**config.mk**
```make
export PLATFORM = sky130hd
export DESIGN_NAME = dfcnt_top
export DESIGN_NICKNAME = d
export VERILOG_FILES = /design/src/hdl/dfcnt_pkg.sv /design/src/hdl/dfcnt_top.sv
export SDC_FILE = /design/constraint.sdc
export NUM_CORES = 1
export LEC_CHECK = 0
export BUFFER_PORTS_ARGS = -buffer_cell sky130_fd_sc_hd__buf_2
export CORE_MARGIN = 3
export CORE_UTILIZATION = 30
export DETAILED_ROUTE_END_ITERATION = 6
export GPL_TIMING_DRIVEN = 1
export PLACE_DENSITY_LB_ADDON = 0.05
export REMOVE_ABC_BUFFERS = 1
export SYNTH_ARGS = -nofsm -noshare
export SYNTH_HDL_FRONTEND = slang
export SYNTH_SLANG_ARGS = --single-unit
```
**constraint.sdc**
```tcl
create_clock -name clk -period 5 [get_ports clk]
set_input_delay 0.75 -clock clk [delete_from_list [all_inputs] [get_ports clk]]
set_output_delay 0.75 -clock clk [all_outputs]
set_load 0.01 [all_outputs]
```
**src/hdl/dfcnt_pkg.sv**
```systemverilog
// Package: constants and carrier types for the dual fast up/down counter
package dfcnt_pkg;
   localparam int unsigned CNT_W      = 15;
   localparam logic [14:0] CNT_MAX    = 15'h7D00;   // 32000
   localparam logic [14:0] CNT_ZERO   = 15'h0000;
   localparam logic [14:0] CNT_ONE    = 15'h0001;
   localparam int unsigned N_CNT      = 2;
   // Source limits, used only for cycle figures
   localparam real         CLK_MHZ    = 10.0;
   localparam real         F_MAX_KHZ  = 1.0;
   localparam real         T_PHASE_MS = 0.5;
   localparam int unsigned PHASE_CYC  =
      int'($ceil(T_PHASE_MS * 1000.0 * CLK_MHZ));
   // Register map of the plain port
   localparam logic [3:0]  ADDR_CTRL   = 4'h0;
   localparam logic [3:0]  ADDR_SETPT0 = 4'h1;
   localparam logic [3:0]  ADDR_SETPT1 = 4'h2;
   localparam logic [3:0]  ADDR_COUNT0 = 4'h3;
   localparam logic [3:0]  ADDR_COUNT1 = 4'h4;
   localparam logic [3:0]  ADDR_STAT   = 4'h5;
   localparam logic [3:0]  ADDR_SCAN   = 4'h6;
   // Control word field positions (per counter, 4 bits apart)
   localparam int unsigned CTL_EN     = 0;
   localparam int unsigned CTL_DIR    = 1;
   localparam int unsigned CTL_CLR    = 2;
   localparam int unsigned CTL_RET    = 3;
   localparam int unsigned CTL_STRIDE = 4;
   localparam int unsigned CTL_RUN    = 8;
   localparam logic [15:0] CTL_RST    = 16'h0000;
   // Per-counter control carrier
   typedef struct packed {
      logic enable;
      logic direction;
      logic clear;
      logic retain;
   } dfcnt_ctl_t;
endpackage : dfcnt_pkg

```
**src/hdl/dfcnt_top.sv**
```systemverilog
// Module: two saturating up/down pulse counters with setpoint flags
// Summary of operation
// - Two counters, each on its own input
// - Counts pulse trains up to 1 kHz
// - Flag handed to scan once per cycle
// - Count only while enable is one
// - Direction zero counts up, one down
// - Clear control forces count to zero
// - No counting during clear, resume after
// - Flag high when count at or above setpoint
// - Setpoint ranges zero through 32000
// - Count saturates at 32000 and zero
// - Count held without pulses or enable
// - Flag drops at setpoint minus one
// - Retentive count survives stop and power; here sys_rst clears it to zero
// - Retention selectable for each counter
//
// Our own choices: the register addresses and the strobed register port.
`timescale 1ns/100ps
module dfcnt_top
(
   // Clock and reset
   input  wire logic        clk,
   input  wire logic        sys_rst,
   // Pulse inputs
   input  wire logic        pulse_input_a,
   input  wire logic        pulse_input_b,
   // Scan strobe: one pulse per program cycle
   input  wire logic        scan_tick,
   // Register port
   input  wire logic [3:0]  reg_addr,
   input  wire logic [15:0] reg_wdata,
   input  wire logic        reg_wr,
   input  wire logic        reg_rd,
   output logic      [15:0] reg_rdata,
   // Scan-side flags
   output logic             scan_flag_a,
   output logic             scan_flag_b
);

   // Synchroniser, edge and counter state
   logic [1:0]  sync1_q,  sync1_d;
   logic [1:0]  sync2_q,  sync2_d;
   logic [1:0]  prev_q,   prev_d;
   logic [14:0] count_q  [2];
   logic [14:0] count_d  [2];
   logic [14:0] setpt_q  [2];
   logic [14:0] setpt_d  [2];
   logic [1:0]  live_flag;
   logic [1:0]  scan_q,   scan_d;
   logic [15:0] ctl_q,    ctl_d;
   logic [15:0] rdata_d;
   logic [1:0]  rise;
   logic        run;
   dfcnt_pkg::dfcnt_ctl_t ctl [2];

   assign run = ctl_q[dfcnt_pkg::CTL_RUN];

   // Two-flop synchroniser; only the second stage feeds the edge detector
   always_comb
   begin
      sync1_d = {pulse_input_b, pulse_input_a};
      sync2_d = sync1_q;
      prev_d  = sync2_q;
   end

   always_ff @(posedge clk or posedge sys_rst)
   begin
      if (sys_rst)
      begin
         sync1_q <= 2'h0;
         sync2_q <= 2'h0;
         prev_q  <= 2'h0;
      end
      else
      begin
         sync1_q <= sync1_d;
         sync2_q <= sync2_d;
         prev_q  <= prev_d;
      end
   end

   // rising edge detect
   // The delay stage resets low like an idle line: no false edge on release
   assign rise = sync2_q & ~prev_q;

   // Per-counter datapath; the whole counter is one generate body
   for (genvar i = 0; i < dfcnt_pkg::N_CNT; i++)
   begin : g_cnt
      // Pick each field by its bit position, not by struct order, so the
      // enable stays in bit 0 of its nibble as software expects
      localparam int unsigned BASE = i * dfcnt_pkg::CTL_STRIDE;
      assign ctl[i] = {ctl_q[BASE + dfcnt_pkg::CTL_EN],
                       ctl_q[BASE + dfcnt_pkg::CTL_DIR],
                       ctl_q[BASE + dfcnt_pkg::CTL_CLR],
                       ctl_q[BASE + dfcnt_pkg::CTL_RET]};

      always_comb
      begin
         count_d[i] = count_q[i];
         // clear checked first, beats an edge
         if (ctl[i].clear)
            count_d[i] = dfcnt_pkg::CNT_ZERO;
         // a stop drops a non-retentive count
         else if (!run && !ctl[i].retain)
            count_d[i] = dfcnt_pkg::CNT_ZERO;
         // each counter sees only its own input
         // one edge per two PHASE_CYC spans is easily seen
         else if (run && ctl[i].enable && rise[i])
         begin
            if (!ctl[i].direction)
            begin
               if (count_q[i] != dfcnt_pkg::CNT_MAX)
                  count_d[i] = count_q[i] + dfcnt_pkg::CNT_ONE;
            end
            else if (count_q[i] != dfcnt_pkg::CNT_ZERO)
               count_d[i] = count_q[i] - dfcnt_pkg::CNT_ONE;
         end
      end

      // compare live; follows at setpoint minus one
      assign live_flag[i] = (count_q[i] >= setpt_q[i]);

      always_ff @(posedge clk or posedge sys_rst)
      begin
         if (sys_rst)
            count_q[i] <= dfcnt_pkg::CNT_ZERO;
         else
            count_q[i] <= count_d[i];
      end

      // Assertions guarding each counter
      a_clear_zero: assert property (@(posedge clk) disable iff (sys_rst)
         ctl[i].clear |=> count_q[i] == dfcnt_pkg::CNT_ZERO)
         else $error("count not zero after clear");
      a_clear_wins: assert property (@(posedge clk) disable iff (sys_rst)
         (ctl[i].clear && rise[i]) |=> count_q[i] == 15'h0000)
         else $error("edge beat clear");
      a_max_hold: assert property (@(posedge clk) disable iff (sys_rst)
         count_q[i] <= dfcnt_pkg::CNT_MAX)
         else $error("count above ceiling");
      a_count_up: assert property (@(posedge clk) disable iff (sys_rst)
         (run && !ctl[i].clear && ctl[i].enable && !ctl[i].direction
          && rise[i] && count_q[i] < dfcnt_pkg::CNT_MAX)
         |=> count_q[i] == $past(count_q[i]) + 15'h0001)
         else $error("up count wrong");
      a_count_down: assert property (@(posedge clk) disable iff (sys_rst)
         (run && !ctl[i].clear && ctl[i].enable && ctl[i].direction
          && rise[i] && count_q[i] > 15'h0000)
         |=> count_q[i] == $past(count_q[i]) - 15'h0001)
         else $error("down count wrong");
      a_hold_idle: assert property (@(posedge clk) disable iff (sys_rst)
         (!ctl[i].clear && (run || ctl[i].retain)
          && !(ctl[i].enable && rise[i]))
         |=> $stable(count_q[i]))
         else $error("count moved while idle");
      a_retain_stop: assert property (@(posedge clk) disable iff (sys_rst)
         (!run && ctl[i].retain && !ctl[i].clear)
         |=> $stable(count_q[i]))
         else $error("retained count lost");
      a_scan_flag: assert property (@(posedge clk) disable iff (sys_rst)
         scan_tick |=> scan_q[i] == $past(live_flag[i]))
         else $error("scan flag not latched");
      a_scan_hold: assert property (@(posedge clk) disable iff (sys_rst)
         !scan_tick |=> $stable(scan_q[i]))
         else $error("scan flag moved between scans");
      a_rise_sync: assert property (
         @(posedge clk) disable iff (sys_rst)
         $rose(sync1_q[i]) |=> rise[i])
         else $error("synchronised edge missed");
      a_flag_set: assert property (
         @(posedge clk) disable iff (sys_rst)
         (scan_tick && count_q[i] >= setpt_q[i]) |=> scan_q[i])
         else $error("scan flag missed at setpoint");
      a_flag_clear: assert property (
         @(posedge clk) disable iff (sys_rst)
         (scan_tick && count_q[i] < setpt_q[i]) |=> !scan_q[i])
         else $error("scan flag stuck below setpoint");
      a_floor_hold: assert property (
         @(posedge clk) disable iff (sys_rst)
         (run && ctl[i].enable && ctl[i].direction && !ctl[i].clear
          && rise[i] && count_q[i] == dfcnt_pkg::CNT_ZERO)
         |=> count_q[i] == dfcnt_pkg::CNT_ZERO)
         else $error("count wrapped below zero");
      a_stop_clear: assert property (
         @(posedge clk) disable iff (sys_rst)
         (!run && !ctl[i].retain) |=> count_q[i] == dfcnt_pkg::CNT_ZERO)
         else $error("non-retentive count kept in stop");
      a_input_own: assert property (
         @(posedge clk) disable iff (sys_rst)
         (run && !ctl[i].clear && !rise[i]) |=> $stable(count_q[i]))
         else $error("count moved without its own edge");
   end

   // flags pass to the scan only on its tick, so lag up to a cycle
   // A crossing that reverts before the next tick is never reported
   always_comb
   begin
      scan_d = scan_q;
      if (scan_tick)
         scan_d = live_flag;
   end

   // Register writes; setpoints above the ceiling are clipped
   always_comb
   begin
      ctl_d      = ctl_q;
      setpt_d[0] = setpt_q[0];
      setpt_d[1] = setpt_q[1];
      if (reg_wr)
      begin
         unique case (reg_addr)
            dfcnt_pkg::ADDR_CTRL:   ctl_d = reg_wdata;
            dfcnt_pkg::ADDR_SETPT0: setpt_d[0] =
               (reg_wdata[14:0] > dfcnt_pkg::CNT_MAX || reg_wdata[15])
               ? dfcnt_pkg::CNT_MAX : reg_wdata[14:0];
            dfcnt_pkg::ADDR_SETPT1: setpt_d[1] =
               (reg_wdata[14:0] > dfcnt_pkg::CNT_MAX || reg_wdata[15])
               ? dfcnt_pkg::CNT_MAX : reg_wdata[14:0];
            default: ;
         endcase
      end
   end

   // Read mux; unmapped addresses read zero
   // Data stand for one cycle only; a master that waits longer sees zero
   always_comb
   begin
      rdata_d = 16'h0000;
      if (reg_rd)
      begin
         unique case (reg_addr)
            dfcnt_pkg::ADDR_CTRL:   rdata_d = ctl_q;
            dfcnt_pkg::ADDR_SETPT0: rdata_d = {1'b0, setpt_q[0]};
            dfcnt_pkg::ADDR_SETPT1: rdata_d = {1'b0, setpt_q[1]};
            dfcnt_pkg::ADDR_COUNT0: rdata_d = {1'b0, count_q[0]};
            dfcnt_pkg::ADDR_COUNT1: rdata_d = {1'b0, count_q[1]};
            dfcnt_pkg::ADDR_STAT:   rdata_d = {14'h0000, live_flag};
            dfcnt_pkg::ADDR_SCAN:   rdata_d = {14'h0000, scan_q};
            default:                rdata_d = 16'h0000;
         endcase
      end
   end

   // retain bit held per counter in the control word
   always_ff @(posedge clk or posedge sys_rst)
   begin
      if (sys_rst)
      begin
         ctl_q      <= dfcnt_pkg::CTL_RST;
         setpt_q[0] <= dfcnt_pkg::CNT_ZERO;
         setpt_q[1] <= dfcnt_pkg::CNT_ZERO;
         scan_q     <= 2'h0;
         reg_rdata  <= 16'h0000;
      end
      else
      begin
         ctl_q      <= ctl_d;
         setpt_q[0] <= setpt_d[0];
         setpt_q[1] <= setpt_d[1];
         scan_q     <= scan_d;
         reg_rdata  <= rdata_d;
      end
   end

   // Register port assertions
   // control word lands
   a_ctl_write: assert property (
      @(posedge clk) disable iff (sys_rst)
      (reg_wr && reg_addr == dfcnt_pkg::ADDR_CTRL)
      |=> ctl_q == $past(reg_wdata))
      else $error("control write lost");
   a_setpt_write: assert property (
      @(posedge clk) disable iff (sys_rst)
      (reg_wr && reg_addr == dfcnt_pkg::ADDR_SETPT0
       && reg_wdata <= {1'b0, dfcnt_pkg::CNT_MAX})
      |=> setpt_q[0] == $past(reg_wdata[14:0]))
      else $error("setpoint write lost");
   a_setpt_clip: assert property (
      @(posedge clk) disable iff (sys_rst)
      (reg_wr && reg_addr == dfcnt_pkg::ADDR_SETPT1 && reg_wdata[15])
      |=> setpt_q[1] == dfcnt_pkg::CNT_MAX)
      else $error("setpoint not clipped");
   // Read data stand one cycle only
   a_rdata_idle: assert property (
      @(posedge clk) disable iff (sys_rst)
      !reg_rd |=> reg_rdata == 16'h0000)
      else $error("read data left standing");
   a_rdata_unmap: assert property (
      @(posedge clk) disable iff (sys_rst)
      (reg_rd && reg_addr > dfcnt_pkg::ADDR_SCAN) |=> reg_rdata == 16'h0000)
      else $error("unmapped read not zero");

   // Flags leave straight from the scan latch
   assign scan_flag_a = scan_q[0];
   assign scan_flag_b = scan_q[1];

endmodule : dfcnt_top

```
# [After elaboration in Yosys (flattened, before gate mapping)]
# Cells that the tools add are included.
[word_totals] register_bits=100 input_bits=27 out_inout_bits=18 word_cells=66
[op_classes] n_addsub=4 n_lt_le_gt_ge=3 n_eq_ne=10 n_mux=15 bitwise=2 n_reduce_logical=22
[ops] cell="$mux W15" count=13
[ops] cell="$pmux W16 S7" count=1
[ops] cell="$add A15 B1 Y15 const B" count=2
[ops] cell="$ge A15 B15 Y1" count=2
[ops] cell="$ne A15 B15 Y1 const B" count=2
[ops] cell="$reduce_bool A15 Y1" count=2
[ops] cell="$sub A15 B1 Y15 const B" count=2
[ops] cell="$mux W16" count=1
[ops] cell="$gt A15 B15 Y1 const B" count=1
[ops] cell="$eq A4 B3 Y1 const B" count=3
[ops] cell="$eq A4 B2 Y1 const B" count=2
[ops] cell="$ne A4 B1 Y1 const B" count=2
[ops] cell="$reduce_bool A4 Y1" count=2
[ops] cell="$logic_and A1 B1 Y1" count=6
[ops] cell="$reduce_and A2 Y1" count=3
[ops] cell="$reduce_and A3 Y1" count=2
[ops] cell="$reduce_bool A3 Y1" count=2
[ops] cell="$eq A4 B1 Y1 const B" count=1
[ops] cell="$logic_not A4 Y1" count=1
[ops] cell="$logic_not A1 Y1" count=3
[ops] cell="$and A2 B2 Y2" count=1
[ops] cell="$not A2 Y2" count=1
[ops] cell="$logic_or A1 B1 Y1" count=1

# [Longest topological paths before layout]
# Gate-level depths: netlist of run 1.
[logic_depth] ltp_word=6 ltp_mapped=8 mapped_depth_nobuf=8

# [Least setup slack after synthesis of run 1]
# No wires, ideal clock.
[synth_path] path_type="register -> register" from="reg ctl_q[5]" to="reg count_q[14] in the netlist's numbering" setup_ns=0.140 t_arrival_ns=2.171 setup_slack_ns=2.690 path_stages_with_launch=9 n_path_buf=1 period_less_slack_ns=2.310 path_cell_list="dfrtp_1 -> ha_1 -> buf_2 -> a21oi_1 -> o22a_1 -> o2111ai_1 -> and3_1 -> o311ai_0 -> o41ai_1"
[synth_between] elab_chain_len=4
[synth_lines] element="start: declaration" line_no="dfcnt_top.sv:51" text="logic [15:0] ctl_q, ctl_d;"
[synth_lines] element="start signal: assignment" line_no="dfcnt_top.sv:250" text="ctl_q <= dfcnt_pkg::CTL_RST;"
[synth_lines] element="start signal: assignment" line_no="dfcnt_top.sv:258" text="ctl_q <= ctl_d;"
[synth_lines] element="$mux W15" line_no="dfcnt_top.sv:111" text="if (!ctl[i].direction)"
[synth_lines] element="$mux W15" line_no="dfcnt_top.sv:109" text="else if (run && ctl[i].enable && rise[i])"
[synth_lines] element="$mux W15" line_no="dfcnt_top.sv:105" text="else if (!run && !ctl[i].retain)"
[synth_lines] element="$mux W15" line_no="dfcnt_top.sv:102" text="if (ctl[i].clear)"
[synth_lines] element="end signal: indexed assignment" line_no="dfcnt_top.sv:127" text="count_q[i] <= dfcnt_pkg::CNT_ZERO;"
[synth_lines] element="end signal: indexed assignment" line_no="dfcnt_top.sv:129" text="count_q[i] <= count_d[i];"
[synth_lines] element="end: declaration" line_no="dfcnt_top.sv:45" text="logic [14:0] count_q [2];"
# Parallel ways exist; a longest one is shown, timed or not. The select of a mux whose other input is x is not followed.
# A chain may end at the register's enable or synchronous reset.

# [Worst setup path after layout of run 1]
# Same ends and word-level chain as after synthesis.

==> results of run 1 <==
layout make-up:
cell class | instances | area, um^2 | area share, %
multi-input cells | 531 | 3566 | 50.05
flip-flops and latches | 100 | 2502 | 35.12
clock buffers | 10 | 239.0 | 3.354
repair buffers | 49 | 257.7 | 3.618
clock inverters | 6 | 87.58 | 1.229
well taps | 270 | 337.8 | 4.742
inverters | 35 | 133.9 | 1.879
power groups by stage:
stage | Clock, mW | Combinational, mW | Sequential, mW
floorplan | 0 | 0.387 | 0.978
global placement | 0 | 0.517 | 1.03
detailed placement | 0 | 0.530 | 1.03
CTS | 0.810 | 0.533 | 1.01
global route | 0.844 | 0.607 | 1.03
finish | 0.783 | 0.529 | 1.01
how the worst max path moves through the flow:
stage / end / slack, ps
floorplan: count_q[0]$_DFFE_PP0P_ / 1630
global placement: setpt_q[3]$_DFFE_PP0P_ / 1880
detailed placement: setpt_q[13]$_DFFE_PP0P_ / 1830
CTS: count_q[29]$_DFFE_PP0P_ / 2120
global route: count_q[29]$_DFFE_PP0P_ / 1910
finish: count_q[14]$_DFFE_PP0P_ / 2150
registers in the layout, indices dropped and copies added, names as in the netlist:
name,count
count_q,30
ctl_q,16
prev_d,2
prev_q,2
reg_rdata,16
scan_q,2
setpt_q,30
sync1_q,2
synth_stat cells, types with 15 or more instances:
| master | n | share of area [%] |
|---|---|---|
| a21oi_1 | 47 | 3.7 |
| inv_1 | 35 | 2.1 |
| mux2_2 | 15 | 2.7 |
| o21ai_0 | 43 | 3.4 |
| ha_1 | 56 | 11 |
| nand3_1 | 22 | 1.7 |
| a22oi_1 | 26 | 3.1 |
| nand2_1 | 101 | 6.0 |
| a31oi_1 | 19 | 1.9 |
| clkbuf_1 | 17 | 1.0 |
| dfrtp_1 | 100 | 40 |
| nor2_1 | 39 | 2.3 |
logic make-up (layout without fill, tap and decap cells):
group / count (synthesis) / count (layout) / synth area share (%)
xor+xnor: 16 / 16 / 2.217
compound gates: 206 / 206 / 21.12
simple gates: 233 / 233 / 18.11
mux: 18 / 18 / 3.245
fa+ha+maj: 58 / 58 / 11.72
buf+inv: 63 / 100 / 4.018
flops: 100 / 100 / 39.58
layer usage:
layer / track usage, % / wire [um]
met1: 25.28 / 9680
met2: 28.27 / 9126
met3: 3.172 / 582
met4: 4.125 / 314
met5: 0 / 0
stage by stage:
stage / total power, mW / setup WS (ps)
floorplan: 1.365 / 1631
global placement: 1.547 / 1877
detailed placement: 1.560 / 1834
CTS: 2.357 / 2123
global route: 2.479 / 1912
finish: 2.325 / 2148
worst reg2reg max path, cell delays in order, from the launching register on:
cell and delay (ps):
dfrtp_1 880, ha_1 430, a211oi_1 330, or2_2 230
o2111ai_1 190, and3_1 230, o311ai_0 310, o41ai_1 130
==> flow_summary.toml, run 1 <==
[status]
status = "completed"

[layout]
final_common_cell = "nand2_1"
final_area_um2 = 7124
areaGrowthSynthToFinish_pct = 12.69
drive_gt1_share_pct = 13.68
diodes = 0
nNetsFinal = 811
post-route-util_pct = 34.76
mostFrequentLayoutCells = "nand2_1, dfrtp_1, ha_1"
fin_cells = 1001
num-fill-cells = 2121

[worst_setup_path]
reg2regPathDepth = 7
cp_cell_sequence = "ha_1 > a211oi_1 > or2_2 > o2111ai_1 > and3_1 > o311ai_0 > o41ai_1"
required_ps = 5220
cp-startpoint = "ctl_q[5]$_DFFE_PP0P_"
path_buf_inv = 0
cp_max_fo = 20
cpMaxStageDelayCell = "dfrtp_1"
arrival_ps = 3070
r2r_end = "count_q[14]$_DFFE_PP0P_"
crit_type = "reg2reg"
crit_path_start_kind = "flip-flop"
r2r-start = "ctl_q[5]$_DFFE_PP0P_"
slowest_delay_ps = 880
r2r_setup_slack_ps = 2150
worstSetupEndpointType = "flip-flop"
critPathTopFamily = "compound AO/OA/AOI/OAI gates"
critical_path_depth = 7

[pwr]
swShare_pct = 33.03
p_int_mw = 1.557
clkPwrFrac_pct = 33.7
vdd_drop_max_mv = 0.1593
combPwrFrac_pct = 22.8
seqPwrFrac_pct = 43.5
p_sw_mw = 0.7682
power.static_leakage_nw = 3.235
power.density_nw_per_um2 = 326.4

[flow_run]
drv_cap = 0

[grt]
gr-usage-all-layers_pct = 17.79
grt-ovfl-total = 0
grt_pass1_vias = 5419
grt_first_pass_wirelength_um = 31070
grt_max_degree = 69
antenna_found_initial = 0

[clocking]
post-cts-setup-buffer-count = 0
numCtsBuffers = 9
htree_levels = 3
cts_tree = "built"
cts_max_path_buffers = 2
path_clk_slew_ps = 70
cts-root-buf = "clkbuf_16"
clkLatencyLatePin_ps = 360
ctsHoldBuffers = 0
cts.sink_count = 100
cts_resized = 0

[yosys]
synth_enable_flop_cells = 0
ys_warn_count = 0
synth-async-reset-ratio_pct = 100.0
synth_flop_cell = "dfrtp_1"
ys_types = 71
ys_seq_area_share_pct = 39.58
syn_avg_cell_area_um2 = 9.110
syn_inst = 694
syn_area_um2 = 6322
ys_ff_latch = 100

[drt]
route.final.wire_length_um = 19700
drt_iter0_drc = 309
vias = 5364
wire_per_inst_um = 19.68
ant_nets = 0
via_per_inst = 5.359
drtPass1Iterations = 5
drc = 0

[timing]
holdWs_ps = 351.2
hold_violations = 0
setup_viol = 0
tightest_slew_ps = 1233
tns_ps = 0
finalClockSkew_ps = 7.445
min_period_ps = 2852
fmax_mhz = 350.6
slew_headroom_pct = 17.46
slew_violations = 0
post-route-period-util_pct = 57.04
rsz0062_at_grt = "false"

[placement]
place_congestion = 0.8007
dpl_cell_area_um2 = 6798
port_buffers = 44
hpwl_um = 14500
dp_cells = 985

[min_path]
hold_start = "sync1_q[1]$_DFF_PP0_"
hold_path_end = "prev_d[1]$_DFF_PP0_"
min_path_cells = 0
hold_class = "reg2reg"

[floorplan]
dieArea_um2 = 22850
placement_rows = 52
die_x_um = 151.2
initial_core_util_pct = 30.85
core_um2 = 20490
die_h_um = 151.2
io_pins = 45
No activity file was read; power rests on OpenSTA's default activity.
==> run 2, diff against run 1 <==
==> constraint.sdc (replaced) <==
create_clock -name clk -period 2.95 [get_ports clk]
set_input_delay 0.4425 -clock clk [delete_from_list [all_inputs] [get_ports clk]]
set_output_delay 0.4425 -clock clk [all_outputs]
set_load 0.01 [all_outputs]
==> flow_summary.toml, run 2 (synthesis results as in run 1) <==
[status]
status = "completed"

[placement]
place_congestion = 0.8735
hpwl_um = 14810
port_buffers = 44
dp_cells = 1000
pre_cts_slack_ps = 374.7

[clocking]
cts.sink_count = 100
cts_max_path_buffers = 2
post-cts-setup-buffer-count = 0
cts-root-buf = "clkbuf_16"
cts_resized = 0
clkLatencyLatePin_ps = 360
numCtsBuffers = 9
htree_levels = 3
cts_tree = "built"
path_clk_slew_ps = 80
ctsHoldBuffers = 0

[worst_setup_path]
required_ps = 3180
worstSetupEndpointType = "flip-flop"
cpMaxStageDelayCell = "dfrtp_1"
crit_path_start_kind = "flip-flop"
cp_max_fo = 16
slowest_delay_ps = 760
path_buf_inv = 0
r2r_setup_slack_ps = 310
arrival_ps = 2870
cp_cell_sequence = "ha_1 > a211oi_1 > or2_2 > o2111ai_1 > and3_1 > o311ai_0 > o41ai_1"
crit_type = "reg2reg"
critPathTopFamily = "compound AO/OA/AOI/OAI gates"

[floorplan]
die_x_um = 151.2
core_um2 = 20490
initial_core_util_pct = 30.85
placement_rows = 52
dieArea_um2 = 22850
die_h_um = 151.2
io_pins = 45

[pwr]
combPwrFrac_pct = 24.9
seqPwrFrac_pct = 43.5
p_total_mw = 3.864
p_sw_mw = 1.360
p_int_mw = 2.503
power.static_leakage_nw = 3.308
swShare_pct = 35.21
clkPwrFrac_pct = 31.6
power.density_nw_per_um2 = 533.9
vdd_drop_max_mv = 0.3221

[drt]
wire_per_inst_um = 19.63
via_per_inst = 5.346
drt_iter0_drc = 387
drc = 0
ant_nets = 0
drtPass1Iterations = 5
route.final.wire_length_um = 19950
vias = 5432

[grt]
grt_max_degree = 58
grt_first_pass_wirelength_um = 31880
antenna_found_initial = 0
grt_pass1_vias = 5457
gr-usage-all-layers_pct = 18.27
grt-ovfl-total = 0

[layout]
reg_top3 = "count_q (30), setpt_q (30)"
num-fill-cells = 2142
mostFrequentLayoutCells = "nand2_1, dfrtp_1, ha_1"
fin_cells = 1016
post-route-util_pct = 35.31
nNetsFinal = 826
diodes = 0
areaGrowthSynthToFinish_pct = 14.47
drive_gt1_share_pct = 15.42
final_common_cell = "nand2_1"

[timing]
tns_ps = 0
finalClockSkew_ps = 10.28
setup_viol = 0
fmax_mhz = 379.1
post-route-period-util_pct = 89.42
slew_headroom_pct = 35.94
setup_slack_ps = 312.2
hold_violations = 0
min_period_ps = 2638
tightest_slew_ps = 957.3
rsz0062_at_grt = "false"
slew_violations = 0

[flow_run]
drv_cap = 0

[min_path]
hold_class = "in2async"
-- run 2: worst paths after layout --
kind	start	to	depth (start not counted)
setup / recovery	ctl_q[5]$_DFFE_PP0P_	count_q[14]$_DFFE_PP0P_	7
setup reg to reg	ctl_q[5]$_DFFE_PP0P_	count_q[14]$_DFFE_PP0P_	7
hold / removal	sys_rst	sync1_q[1]$_DFF_PP0_	2
min in group clk	pulse_input_b	sync1_q[1]$_DFF_PP0_	1
hold reg to reg	sync1_q[0]$_DFF_PP0_	prev_d[0]$_DFF_PP0_	0
max in group asynchronous	sys_rst	scan_q[0]$_DFFE_PP0P_	3
-- run 2: area by class of cell --
| cell class | instances | area [um^2] | share of cell area, % |
|---|---|---|---|
| clock inverters | 7 | 76.32 | 1.055 |
| flip-flops and latches | 100 | 2502 | 34.58 |
| well taps | 270 | 337.8 | 4.668 |
| repair buffers | 64 | 395.4 | 5.463 |
| clock buffers | 9 | 225.2 | 3.112 |
| multi-input cells | 531 | 3566 | 49.27 |
| inverters | 35 | 133.9 | 1.850 |
-- run 2: per-layer routing --
| layer | vias to the layer above | share of wire (%) | track usage (%) |
|---|---|---|---|
| met5 | - | 0 | 0 |
| met4 | 0 | 1.9 | 4.488 |
| met3 | 22 | 3.7 | 2.992 |
| met1 | 2639 | 48 | 25.94 |
| li1 | 2642 | - | - |
| met2 | 129 | 46 | 29.16 |
-- run 2: power by group through the flow --
stage | Sequential (mW) | Clock [mW] | Combinational (mW)
after floorplan | 1.66 | 0 | 0.656
after global placement | 1.70 | 0 | 0.952
after detailed placement | 1.71 | 0 | 0.964
after CTS | 1.68 | 1.26 | 0.969
after global routing | 1.70 | 1.32 | 1.10
final | 1.68 | 1.22 | 0.962
-- run 2: per-stage QoR --
| step | hold slack [ps] | cell area [um^2] |
|---|---|---|
| 2_1_floorplan | 331.2 | 6200 |
| 3_3_place_gp | 337.3 | 6935 |
| 3_5_place_dp | 345.9 | 6935 |
| 4_1_cts | 166.2 | 7237 |
| 5_1_grt | 164.6 | 7237 |
| 6_report | 156.0 | 7237 |
==> run 3, diff against run 2 <==
--- a/config.mk
+++ b/config.mk
@@ -7,7 +7,7 @@
 export LEC_CHECK = 0
 export BUFFER_PORTS_ARGS = -buffer_cell sky130_fd_sc_hd__buf_2
 export CORE_MARGIN = 3
-export CORE_UTILIZATION = 30
+export CORE_UTILIZATION = 58
 export DETAILED_ROUTE_END_ITERATION = 6
 export GPL_TIMING_DRIVEN = 1
 export PLACE_DENSITY_LB_ADDON = 0.05
==> flow_summary.toml, run 3 (synthesis results as in run 1) <==
[status]
status = "completed"

[timing]
rsz0062_at_grt = "false"
hold_violations = 0
finalClockSkew_ps = 10.65
fmax_mhz = 374.9
min_period_ps = 2667
slew_headroom_pct = 33.68
holdWs_ps = 83.70
post-route-period-util_pct = 90.42
tightest_slew_ps = 992.4
setup_slack_ps = 282.6
slew_violations = 0
setup_viol = 0

[min_path]
hold_class = "in2async"

[pwr]
vdd_drop_max_mv = 0.4652
p_total_mw = 3.480
power.static_leakage_nw = 3.222
power.density_nw_per_um2 = 504.3

[worst_setup_path]
required_ps = 3190
critPathTopFamily = "compound AO/OA/AOI/OAI gates"
cp_max_fo = 14
arrival_ps = 2910
cpMaxStageDelayCell = "dfrtp_1"
crit_type = "reg2reg"
worstSetupEndpointType = "flip-flop"
slowest_delay_ps = 700
path_buf_inv = 0
cp_cell_sequence = "ha_1 > a21oi_1 > o22a_1 > o2111ai_1 > and3_1 > o311ai_0 > o41ai_1"
crit_path_start_kind = "flip-flop"

[layout]
multiInputGateArea_um2 = 3566
num-fill-cells = 871
diodes = 0
mostFrequentLayoutCells = "nand2_1, dfrtp_1, ha_1"
reg_top3 = "count_q (30), setpt_q (30)"
final_common_cell = "nand2_1"
nNetsFinal = 820
drive_gt1_share_pct = 14.73
areaGrowthSynthToFinish_pct = 9.123
register_area_um2 = 2502

[floorplan]
die_x_um = 110.4
placement_rows = 37
initial_core_util_pct = 60.43
io_pins = 45
die_h_um = 110.4
dieArea_um2 = 12190
core_um2 = 10460

[drt]
wire_per_inst_um = 19.39
drt_iter0_drc = 579
vias = 5541
ant_nets = 0
via_per_inst = 6.325
drc = 0
drtPass1Iterations = 7
route.final.wire_length_um = 16980

[placement]
pre_cts_slack_ps = 420.9
hpwl_um = 12650
place_congestion = 0.9002
port_buffers = 44

[clocking]
cts-root-buf = "clkbuf_8"
cts_resized = 0
cts_max_path_buffers = 2
path_clk_slew_ps = 100
cts_tree = "built"
clkLatencyLatePin_ps = 380
htree_levels = 3
ctsHoldBuffers = 0
cts.sink_count = 100
numCtsBuffers = 9
post-cts-setup-buffer-count = 0

[grt]
grt-ovfl-total = 0
gr-usage-all-layers_pct = 28.37
grt_max_degree = 62
antenna_found_initial = 0
grt_first_pass_wirelength_um = 28020
grt_pass1_vias = 5470

[flow_run]
drv_cap = 0
## run 3: changes by cell type in the layout (fill, tap and decap cells not counted)
| cell | change |
|---|---|
| clkinv_8 | -1 |
| buf_4 | -5 |
| clkbuf_16 | -9 |
| buf_12 | -1 |
| clkbuf_8 | +9 |
| clkinv_2 | +1 |
## run 3: worst paths after layout
check	end	from	depth (start not counted)	slack, ps
hold reg to reg	prev_d[0]$_DFF_PP0_	sync1_q[0]$_DFF_PP0_	0	360
hold / removal	sync1_q[1]$_DFF_PP0_	sys_rst	2	80
max in group asynchronous	count_q[14]$_DFFE_PP0P_	sys_rst	3	2180
setup / recovery	count_q[14]$_DFFE_PP0P_	ctl_q[5]$_DFFE_PP0P_	7	280
setup reg to reg	count_q[14]$_DFFE_PP0P_	ctl_q[5]$_DFFE_PP0P_	7	280
min in group clk	sync1_q[0]$_DFF_PP0_	pulse_input_a	1	160
## run 3: routing by layer
layer / track usage (%) / vias to the layer above / part of all wire (%)
met5: 0 / - / 0
met4: 8.785 / 0 / 2.1
met2: 43.00 / 227 / 45
met1: 41.27 / 2657 / 46
li1: - / 2630 / -
met3: 5.479 / 27 / 6.8
## run 3: area by class of cell
cell class | instances | share of cell area (%)
Clock buffer | 9 | 1.795
Clock inverter | 7 | 0.9431
Inverter | 35 | 1.941
Multi-Input combinational cell | 531 | 51.69
Sequential cell | 100 | 36.27
Tap cell | 136 | 2.466
Timing Repair Buffer | 58 | 4.897
## run 3: metrics by stage
step	instances	util, %	instance area, um^2	setup TNS [ps]
after floorplan	666	-	6200	-11130
after global placement	860	64.14	6710	0
after detailed placement	860	64.14	6710	0
after CTS	876	65.94	6899	0
after global routing	876	65.94	6899	0
final	876	65.94	6899	0
## run 3: power by group
part	internal, mW	switching [mW]	leakage, nW
Sequential	1.52	0.173	1.32
Clock	0.329	0.530	0.0995
Combinational	0.370	0.562	1.80
